File: config.mk
export PLATFORM = sky130hd
export DESIGN_NAME = pcr_panel
export DESIGN_NICKNAME = d
export VERILOG_FILES = /design/src/rtl/pcr_pkg.sv /design/src/rtl/pcr_panel.sv
export VERILOG_INCLUDE_DIRS = /design/src /design/src/rtl
export SDC_FILE = /design/constraint.sdc
export NUM_CORES = 2
export LEC_CHECK = 0
export CELL_PAD_IN_SITES_DETAIL_PLACEMENT = 2
export CELL_PAD_IN_SITES_GLOBAL_PLACEMENT = 2
export CORE_AREA = 2 2 623 625
export DETAILED_ROUTE_END_ITERATION = 10
export DIE_AREA = 0 0 625 627
export DONT_BUFFER_PORTS = 1
export PLACE_DENSITY = 0.41
export SLEW_MARGIN = 30
export SYNTH_ARGS = -nofsm -noshare
export SYNTH_HDL_FRONTEND = slang
export SYNTH_SLANG_ARGS = --single-unit
File: constraint.sdc
create_clock -name hclk -period 3.8 [get_ports hclk]
set_input_delay 0.76 -clock hclk [delete_from_list [all_inputs] [get_ports hclk]]
set_output_delay 0.76 -clock hclk [all_outputs]
set_load 0.03 [all_outputs]
File: src/rtl/pcr_regs.svh
/*
  Register offsets, field positions, reset values and level thresholds
  of the panel control and optical routing block.
  Assumes byte addressing on a 32-bit AHB-Lite bus, one word per register.
*/
`ifndef PCR_REGS_SVH
`define PCR_REGS_SVH

// ----------------------------------------------------------------------
// register offsets
// ----------------------------------------------------------------------
`define PCR_OFS_CTRL 8'h00
`define PCR_OFS_STAT 8'h04
`define PCR_OFS_ISTAT 8'h08
`define PCR_OFS_IMASK 8'h0C

// ----------------------------------------------------------------------
// fields of control and status
// ----------------------------------------------------------------------
`define PCR_F_RATE 0
`define PCR_F_SYNC 4
`define PCR_F_O2A 8
`define PCR_F_FNV 9
`define PCR_F_INS 16
`define PCR_F_VOI 24

// interrupt status bits
`define PCR_EV_RATE 0
`define PCR_EV_SYNC 1
`define PCR_EV_MODE 2
`define PCR_EV_OVL 3

// ----------------------------------------------------------------------
// reset values and last rate index
// ----------------------------------------------------------------------
`define PCR_RATE_RST 3'h1
`define PCR_RATE_LAST 3'h5
`define PCR_IMASK_RST 4'h0

// ----------------------------------------------------------------------
// timing and level constants
// ----------------------------------------------------------------------
`define PCR_CLK_KHZ 125000
`define PCR_INT_FS_KHZ 48
`define PCR_INT_HALF (`PCR_CLK_KHZ / `PCR_INT_FS_KHZ / 2)
// meter thresholds as magnitude of a 24-bit full-scale sample
`define PCR_M42 24'h01_044A
`define PCR_M18 24'h10_1D4A
`define PCR_M12 24'h20_26F5
`define PCR_M6 24'h40_26E5
`define PCR_M3 24'h5A_9DF7
`define PCR_M0 24'h7F_FFFF

`endif

File: src/rtl/pcr_pkg.sv
/*
  Types of the panel control and optical routing block.
  Assumes nothing beyond a SystemVerilog compiler.
*/
`default_nettype none

package pcr_pkg;

  typedef enum logic [2:0] {
    PCR_SYNC_INT = 3'b001,
    PCR_SYNC_OPT = 3'b010,
    PCR_SYNC_WORD = 3'b100
  } pcr_sync_t;

  typedef struct packed {
    logic [2:0] rate;
    pcr_sync_t sync;
    logic o2a;
    logic fn_voice;
    logic [7:0] ins_en;
    logic [7:0] voice_en;
    logic [3:0] istat;
    logic [3:0] imask;
    logic irq;
    logic [31:0] hrdata;
    logic hreadyout;
    logic wr_pend;
    logic [7:0] wr_addr;
    logic nv_wr_en;
    logic [5:0] nv_wr_data;
    logic [5:0] rate_led;
    logic [2:0] sync_led;
    logic o2a_led;
    logic mst_g;
    logic mst_y;
    logic [7:0] ch_g;
    logic [7:0] ch_y;
    logic [7:0][23:0] line_out;
    logic [7:0][23:0] opt_r;
    logic [7:0][23:0] opt_l;
    logic [7:0][5:0] meter;
    logic [7:0] ovl;
    logic [15:0] int_cnt;
    logic int_clk;
    logic wclk_out;
    logic wc_lock;
  } pcr_state_t;

endpackage

`default_nettype wire

File: src/rtl/pcr_panel.sv
/*
  Front-panel soft switches, settings storage hand-off, rate dependent
  optical channel mapping, metering, clock selection and AHB-Lite regs.
  Assumes buttons are one-cycle press pulses already debounced, audio
  words and clock levels synchronous to hclk, and an external store that
  answers nv_rd_valid once after power-up.
*/
// The implementer's own choices: the AHB-Lite register port and the address map.
// How it works
// - rate button steps six rates, one LED
// - rate saved to store, restored at power-up
// - sync button steps internal, optical, word clock
// - sync choice saved and restored
// - two master buttons pick insert or voicing
// - channel button toggles; green insert, yellow voicing
// - mode off: channels to line and optical
// - mode on: optical in to line, LED lit
// - mode setting saved and restored
// - optical outputs mapped by rate class
// - optical inputs demuxed with same mapping
// - optical input reaches only line outputs
// - meter segments at six dBFS levels
// - overload lamp from pre-insert level threshold
// - word clock out carries active sample clock
`include "pcr_regs.svh"
`default_nettype none

module pcr_panel
  import pcr_pkg::*;
#(
  parameter logic [23:0] OVL_THRESH = 24'h7F_0000,
  parameter int INT_HALF = `PCR_INT_HALF
) (
  input wire logic hclk,
  input wire logic hresetn,
  input wire logic hsel,
  input wire logic [31:0] haddr,
  input wire logic [1:0] htrans,
  input wire logic hwrite,
  input wire logic [2:0] hsize,
  input wire logic [31:0] hwdata,
  input wire logic hready,
  output logic [31:0] hrdata,
  output logic hreadyout,
  output logic hresp,
  output logic irq,
  input wire logic btn_rate,
  input wire logic btn_sync,
  input wire logic btn_o2a,
  input wire logic btn_master_ins,
  input wire logic btn_master_voice,
  input wire logic [7:0] channel_function_button,
  input wire logic nv_rd_valid,
  input wire logic [5:0] nv_rd_data,
  output logic nv_wr_en,
  output logic [5:0] nv_wr_data,
  output logic [5:0] rate_led,
  output logic [2:0] sync_led,
  output logic o2a_led,
  output logic master_led_g,
  output logic master_led_y,
  output logic [7:0] ch_led_g,
  output logic [7:0] ch_led_y,
  output logic [7:0] insert_en,
  output logic [7:0] voicing_function,
  input wire logic samp_stb,
  input wire logic [7:0][23:0] ch_sample,
  input wire logic [7:0][23:0] pre_ins_sample,
  input wire logic [7:0][23:0] opt_in_r,
  input wire logic [7:0][23:0] opt_in_l,
  output logic [7:0][23:0] line_out,
  output logic [7:0][23:0] opt_out_r,
  output logic [7:0][23:0] opt_out_l,
  output logic [7:0][5:0] meter_seg,
  output logic [7:0] ovl_led,
  input wire logic wclk_in,
  input wire logic opt_clk_in,
  output logic wclk_out,
  output logic wc_lock_en
);

  // --------------------------------------------------------------------
  // helpers
  // --------------------------------------------------------------------
  // 0 single, 1 double, 2 quad rate
  function automatic logic [1:0] rate_class(input logic [2:0] r);
    rate_class = (r < 3'h2) ? 2'd0 : ((r < 3'h4) ? 2'd1 : 2'd2);
  endfunction

  function automatic pcr_sync_t sync_dec(input logic [1:0] c);
    unique case (c)
      2'd1: sync_dec = PCR_SYNC_OPT;
      2'd2: sync_dec = PCR_SYNC_WORD;
      default: sync_dec = PCR_SYNC_INT;
    endcase
  endfunction

  function automatic logic [1:0] sync_enc(input pcr_sync_t s);
    unique case (s)
      PCR_SYNC_OPT: sync_enc = 2'd1;
      PCR_SYNC_WORD: sync_enc = 2'd2;
      default: sync_enc = 2'd0;
    endcase
  endfunction

  function automatic logic [23:0] mag(input logic [23:0] s);
    mag = s[23] ? (~s + 24'h00_0001) : s;
  endfunction

  pcr_state_t q, d;
  logic addr_ph;
  logic [3:0] ev;
  logic [3:0] clr;
  logic [1:0] rc;
  logic [23:0] m;

  assign addr_ph = hsel & htrans[1] & hready;

  // --------------------------------------------------------------------
  // next state
  // --------------------------------------------------------------------
  always_comb begin
    d = q;
    ev = 4'h0;
    clr = 4'h0;
    rc = 2'd0;
    m = 24'h00_0000;
    d.nv_wr_en = 1'b0;

    // panel buttons
    if (btn_rate) begin
      d.rate = (q.rate == `PCR_RATE_LAST) ? 3'h0 : q.rate + 3'h1;
    end
    if (btn_sync) begin
      unique case (q.sync)
        PCR_SYNC_INT: d.sync = PCR_SYNC_OPT;
        PCR_SYNC_OPT: d.sync = PCR_SYNC_WORD;
        default: d.sync = PCR_SYNC_INT;
      endcase
    end
    if (btn_o2a) begin
      d.o2a = ~q.o2a;
    end
    if (btn_master_ins) begin
      d.fn_voice = 1'b0;
    end else if (btn_master_voice) begin
      d.fn_voice = 1'b1;
    end
    if (q.fn_voice) begin
      d.voice_en = q.voice_en ^ channel_function_button;
    end else begin
      d.ins_en = q.ins_en ^ channel_function_button;
    end

    // bus write lands in the data phase
    if (q.wr_pend) begin
      unique case (q.wr_addr)
        `PCR_OFS_CTRL: begin
          if (hwdata[`PCR_F_RATE+:3] <= `PCR_RATE_LAST) begin
            d.rate = hwdata[`PCR_F_RATE+:3];
          end
          if (hwdata[`PCR_F_SYNC+:2] != 2'd3) begin
            d.sync = sync_dec(hwdata[`PCR_F_SYNC+:2]);
          end
          d.o2a = hwdata[`PCR_F_O2A];
          d.fn_voice = hwdata[`PCR_F_FNV];
        end
        `PCR_OFS_IMASK: d.imask = hwdata[3:0];
        default: ;
      endcase
    end

    // stored settings come back once after power-up
    if (nv_rd_valid) begin
      if (nv_rd_data[2:0] <= `PCR_RATE_LAST) begin
        d.rate = nv_rd_data[2:0];
      end
      if (nv_rd_data[4:3] != 2'd3) begin
        d.sync = sync_dec(nv_rd_data[4:3]);
      end
      d.o2a = nv_rd_data[5];
    end

    // any rate, sync or mode change is written back to the store, except in a cycle that loads from it
    ev[`PCR_EV_RATE] = d.rate != q.rate;
    ev[`PCR_EV_SYNC] = d.sync != q.sync;
    ev[`PCR_EV_MODE] = d.o2a != q.o2a;
    if (ev[2:0] != 3'h0 && !nv_rd_valid) begin
      d.nv_wr_en = 1'b1;
      d.nv_wr_data = {d.o2a, sync_enc(d.sync), d.rate};
    end

    // bus address phase; read data registered for the data phase
    d.wr_pend = addr_ph & hwrite;
    d.wr_addr = haddr[7:0];
    if (addr_ph && !hwrite) begin
      unique case (haddr[7:0])
        `PCR_OFS_CTRL: d.hrdata = {22'h00_0000, q.fn_voice, q.o2a,
                                   2'h0, sync_enc(q.sync), 1'b0, q.rate};
        `PCR_OFS_STAT: d.hrdata = {q.voice_en, q.ins_en, q.ovl,
                                   1'b0, q.wc_lock, q.sync_led, q.o2a_led,
                                   q.mst_y, q.mst_g};
        `PCR_OFS_ISTAT: begin
          d.hrdata = {28'h000_0000, q.istat};
          clr = q.istat;
        end
        `PCR_OFS_IMASK: d.hrdata = {28'h000_0000, q.imask};
        default: d.hrdata = 32'h0000_0000;
      endcase
    end
    d.hreadyout = 1'b1;

    // audio path
    rc = rate_class(q.rate);
    if (samp_stb) begin
      for (int i = 0; i < 8; i++) begin
        // optical out mapping
        unique case (rc)
          2'd0: begin
            d.opt_r[i] = ch_sample[i];
            d.opt_l[i] = ch_sample[i];
          end
          2'd1: begin
            d.opt_r[i] = (i < 4) ? ch_sample[i] : 24'h00_0000;
            // modulo keeps the unselected index inside the array
            d.opt_l[i] = (i < 4) ? ch_sample[(i + 4) % 8]
                                 : 24'h00_0000;
          end
          default: begin
            d.opt_r[i] = (i < 2) ? ch_sample[i] : 24'h00_0000;
            d.opt_l[i] = (i < 2) ? ch_sample[(i + 2) % 8]
                                 : 24'h00_0000;
          end
        endcase
        // line out: optical input is only ever taken here
        if (!q.o2a) begin
          d.line_out[i] = ch_sample[i];
        end else begin
          unique case (rc)
            2'd0: d.line_out[i] = opt_in_r[i];
            2'd1: d.line_out[i] = (i < 4) ? opt_in_r[i] :
                                  opt_in_l[(i + 4) % 8];
            default: d.line_out[i] = (i < 2) ? opt_in_r[i] :
                                  ((i < 4) ? opt_in_l[(i + 6) % 8]
                                  : 24'h00_0000);
          endcase
        end
        m = mag(ch_sample[i]);
        d.meter[i] = {m >= `PCR_M0, m >= `PCR_M3, m >= `PCR_M6,
                      m >= `PCR_M12, m >= `PCR_M18, m >= `PCR_M42};
        d.ovl[i] = mag(pre_ins_sample[i]) >= OVL_THRESH;
      end
    end
    ev[`PCR_EV_OVL] = (d.ovl & ~q.ovl) != 8'h00;

    // interrupts: set beats a read clear in the same cycle
    d.istat = (q.istat & ~clr) | ev;
    d.irq = |(d.istat & d.imask);

    // clocking
    if (q.int_cnt >= 16'(INT_HALF - 1)) begin
      d.int_cnt = 16'h0000;
      d.int_clk = ~q.int_clk;
    end else begin
      d.int_cnt = q.int_cnt + 16'h0001;
    end
    d.wc_lock = d.sync == PCR_SYNC_WORD;
    unique case (q.sync)
      PCR_SYNC_OPT: d.wclk_out = opt_clk_in;
      PCR_SYNC_WORD: d.wclk_out = wclk_in;
      default: d.wclk_out = q.int_clk;
    endcase

    // indicators follow the new settings
    d.rate_led = 6'h01 << d.rate;
    d.sync_led = d.sync;
    d.o2a_led = d.o2a;
    d.mst_g = ~d.fn_voice;
    d.mst_y = d.fn_voice;
    d.ch_g = d.ins_en;
    d.ch_y = d.voice_en;
  end

  // --------------------------------------------------------------------
  // state register
  // --------------------------------------------------------------------
  always_ff @(posedge hclk or negedge hresetn) begin
    if (!hresetn) begin
      q <= '0;
      q.rate <= `PCR_RATE_RST;
      q.sync <= PCR_SYNC_INT;
      q.imask <= `PCR_IMASK_RST;
      q.rate_led <= 6'h02;
      q.sync_led <= PCR_SYNC_INT;
      q.mst_g <= 1'b1;
    end else begin
      q <= d;
    end
  end

  assign hrdata = q.hrdata;
  assign hreadyout = q.hreadyout;
  assign hresp = 1'b0;
  assign irq = q.irq;
  assign nv_wr_en = q.nv_wr_en;
  assign nv_wr_data = q.nv_wr_data;
  assign rate_led = q.rate_led;
  assign sync_led = q.sync_led;
  assign o2a_led = q.o2a_led;
  assign master_led_g = q.mst_g;
  assign master_led_y = q.mst_y;
  assign ch_led_g = q.ch_g;
  assign ch_led_y = q.ch_y;
  assign insert_en = q.ins_en;
  assign voicing_function = q.voice_en;
  assign line_out = q.line_out;
  assign opt_out_r = q.opt_r;
  assign opt_out_l = q.opt_l;
  assign meter_seg = q.meter;
  assign ovl_led = q.ovl;
  assign wclk_out = q.wclk_out;
  assign wc_lock_en = q.wc_lock;
endmodule

`default_nettype wire

==> flow_summary_export.csv <==
group,metric,value,unit
outcome,outcome,"finished clean",
global_route,grt_first_pass_wirelength,374000,µm
power_and_ir_drop,power.share.sequential,0.449,
clock_tree,post_cts_buffers,0,
worst_hold_path,whs_path_depth,1,
floorplanning,rows,228,
setup_path,reg2reg_to,"nv_wr_data[5]$_DFFE_PN0P_",
power_and_ir_drop,power_frac_clock,0.379,
timing,final_max_slew_viol_count,0,
timing,fin_setup_tns,0,ps
detailed_routing,met1_length,114700,µm
power_and_ir_drop,ir_drop,0.3528,mV
finish,area_growth,13.29,%
setup_path,crit_type,"reg2reg",
detailed_routing,drtIter0Drc,1993,
power_and_ir_drop,power_frac_comb,0.172,
yosys,ys_seq_elements,643,
setup_path,reg2reg_depth,8,
yosys,ys_types,102,
yosys,yosysTopAreaCell,"dfrtp_1",
clock_tree,clkLatencyLatePin,870,ps
placed_design,pre_cts_slack,41.64,ps
floorplanning,coreArea,0.3848,mm²
global_route,antenna_found_initial,72,
finish,fin_nets,5166,
clock_tree,root_buffer,"clkbuf_16",
clock_tree,h-tree-depth,3,
setup_path,end_kind,"register",
timing,max_freq,301.7,MHz
timing,fin_skew,68.85,ps
placed_design,place_congestion,0.8530,
detailed_routing,wl_met3,19520,µm
floorplanning,fp.dieW,625,µm
yosys,postSynthAreaPerCell,8.946,µm²
detailed_routing,ant_nets,0,
placed_design,io_buffers,0,
timing,timing.final.crit_share,0.8722,
clock_tree,clk_pin_slew,60,ps
detailed_routing,first_pass_iters,7,
yosys,yosysSeqAreaShare,0.3600,
detailed_routing,drcViolationCount,0,
power_and_ir_drop,switching_share,0.4082,
global_route,grt_pass1_vias,39535,
setup_path,worstPathRequired,4540,ps
finish,drive_gt1_frac,0.1386,
worst_hold_path,min_from,"samp_stb",
timing,hold_viol_final,0,
clock_tree,cts_buffers,99,
detailed_routing,dr.max_layer_used,"met5",
detailed_routing,vias_per_cell,3.872,
yosys,synth_area,0.04471,mm²
global_route,grt_max_degree,452,
timing,worstMarginPinSlew,1014,ps
worst_hold_path,min_to,"ovl_led[4]$_DFF_PN0_",
floorplanning,initial_utilization,0.1162,
timing,setup_viol,0,
setup_path,critPathMaxFanout,7,
yosys,ys.flop_type,"dfrtp_1",
floorplanning,fp.dieH,627,µm
timing,slew_headroom,0.3238,
worst_hold_path,holdCritPathClass,"in2reg",
job,maxCapViolations,0,
detailed_routing,route.vias.total,36590,
yosys,syn_inst,4998,
clock_tree,clkSinkCount,643,
detailed_routing,route.met2.wl,139600,µm
yosys,yosys-top-cells-area,"dfrtp_1, buf_4, mux2_2, mux2i_1, nor2_1",
clock_tree,clock_path_buffers,4,
setup_path,start_kind,"register",
power_and_ir_drop,leakage,18.62,nW
clock_tree,cts_tree,"built",
detailed_routing,routed_wl,282900,µm
placed_design,post_dp_cell_area,0.04544,mm²
finish,fillers,44348,
timing,worst_hold_slack,70.61,ps
setup_path,critPathLaunch,"q[690]$_DFF_PN0_",
global_route,grt-ovfl-total,0,
floorplanning,fp.dieArea,0.3919,mm²
power_and_ir_drop,power_switching,10.74,mW
setup_path,worstPathArrival,4050,ps
finish,design_area,0.05065,mm²
setup_path,r2r_start,"q[690]$_DFF_PN0_",
detailed_routing,wl_per_cell,29.94,µm
setup_path,reg2reg_slack,490,ps
yosys,async_reset_ff_frac,1.000,
finish,finalCoreUtilization,0.1316,
floorplanning,io_pins,1585,
power_and_ir_drop,power_density,519.4,mW/mm²
power_and_ir_drop,p_int,15.57,mW
timing,layout_setup_ws,485.6,ps
yosys,synth_edf_count,0,
timing,grt_setup_unrepaired,"false",
yosys,synth_warnings,0,
timing,finalCriticalPeriod,3314,ps
yosys,synth_top_area_frac,0.3576,
global_route,grt_util_all_layers,0.1390,
placed_design,dp_hpwl,211600,µm
[worst max-delay path by stage]
stage | cells past startpoint | to | slack (ps)
3_5_place_dp | 10 | irq$_DFF_PN0_ | 40
4_1_cts | 8 | nv_wr_data[5]$_DFFE_PN0P_ | 460
2_1_floorplan | 12 | meter_seg[18]$_DFFE_PN0P_ | 440
3_3_place_gp | 10 | irq$_DFF_PN0_ | 150
5_1_grt | 8 | nv_wr_data[5]$_DFFE_PN0P_ | 340
6_report | 8 | nv_wr_data[5]$_DFFE_PN0P_ | 490
[power by group through the flow]
stage / registers [mW] / clock network [mW] / logic [mW]
2_1_floorplan: 8.46 / 0 / 7.37
3_3_place_gp: 12.0 / 0 / 4.06
3_5_place_dp: 12.0 / 0 / 4.35
4_1_cts: 11.9 / 10.4 / 4.58
5_1_grt: 12.0 / 10.7 / 5.01
6_report: 11.8 / 9.97 / 4.53
[metrics by stage]
stage	std cells	power, mW
after floorplan	5004	15.82
after global placement	9065	16.05
after detailed placement	9072	16.35
after CTS	9413	26.90
after global routing	9429	27.64
final	9449	26.31
[placed cells by master (no fill, tap or decap), types with 99 or more instances in the layout]
| cell type | n |
|---|---|
| nor2_1 | 465 |
| o21ai_0 | 216 |
| dfrtp_1 | 634 |
| a221oi_1 | 100 |
| mux2i_1 | 209 |
| dlygate4sd3_1 | 165 |
| clkbuf_16 | 99 |
| a21oi_1 | 163 |
| buf_4 | 99 |
| xor2_1 | 104 |
| nand2_1 | 318 |
| mux2_2 | 212 |
| a22o_1 | 106 |
[kinds of logic (layout without fill, tap and decap cells)]
logic type                 after synthesis  in the layout  synth area share
and+or+nand+nor                       1407           1407            0.1556
muxes                                  423            423            0.1007
AOI/OAI and AO/OA                     1120           1120            0.1792
other                                    2             40         0.0001680
adders and majority gates               20             20          0.005597
xor gates and xnor gates               194            194           0.03817
buffers and inverters                 1189            542            0.1605
DFF                                    643            643            0.3600
[per-layer routing]
metal	vias to the layer above	global-route usage
met2	1255	0.2428
met1	19281	0.1639
li1	15746	-
met4	20	0.04113
met3	288	0.03922
met5	-	0
[cells in the mapped netlist (12+ instances only)]
cell type,count
nor2b_1,55
a22o_1,106
nor2_1,468
nand3_1,68
o2bb2ai_1,51
ha_1,20
o31ai_1,55
o21a_1,15
a21o_1,58
o22ai_1,16
nor3_1,94
a31o_2,37
a31oi_1,44
buf_2,16
a21oi_1,163
or3_1,43
nand2b_1,55
buf_4,713
a211oi_1,77
and3_1,27
nand4_1,44
o211ai_1,24
xnor2_1,89
or4_1,37
nor4_1,75
mux2i_1,209
clkbuf_1,337
nand4b_1,12
nand2_1,319
o21ai_0,216
nand3b_1,22
mux2_2,212
a221oi_1,100
buf_1,41
inv_1,75
dfrtp_1,639
xor2_1,104
nor3b_1,15
o41ai_1,26
[sequential cells by signal, summed over array words and instances, names as in the netlist, 3 cells and up]
register	cells
ch_led_g	8
meter_seg	48
ovl_led	8
rate_led	6
q	37
nv_wr_data	6
hrdata	31
line_out	192
opt_out_r	96
sync_led	3
opt_out_l	192
ch_led_y	8
[what timing repair did]
action                     CTS  global route
hold buffers               164             1
setup endpoints to repair    0             0
gates resized for setup      0             0
hold endpoints to repair   291             7
[worst max-delay path, cell delays in order, from the launching register on]
cell and delay (ps):
dfrtp_1 390, or4b_1 630, nor4b_4 540, mux2i_1 150, o21ai_1 300, o22ai_1 120
and3_1 260, a31oi_4 420, mux2_2 390
[cell type report]
cell class / instances / area (µm²) / area share
multi-input combinational: 3172 / 21480 / 0.4241
inverter: 77 / 301.5 / 0.005953
antenna: 32 / 80.08 / 0.001581
tap: 5060 / 6331 / 0.1250
clock inverter: 54 / 709.4 / 0.01401
clock buffer: 123 / 2688 / 0.05306
timing repair buffer: 288 / 2950 / 0.05825
sequential: 643 / 16110 / 0.3180
Note: power is estimated with default switching activity, not from simulation.
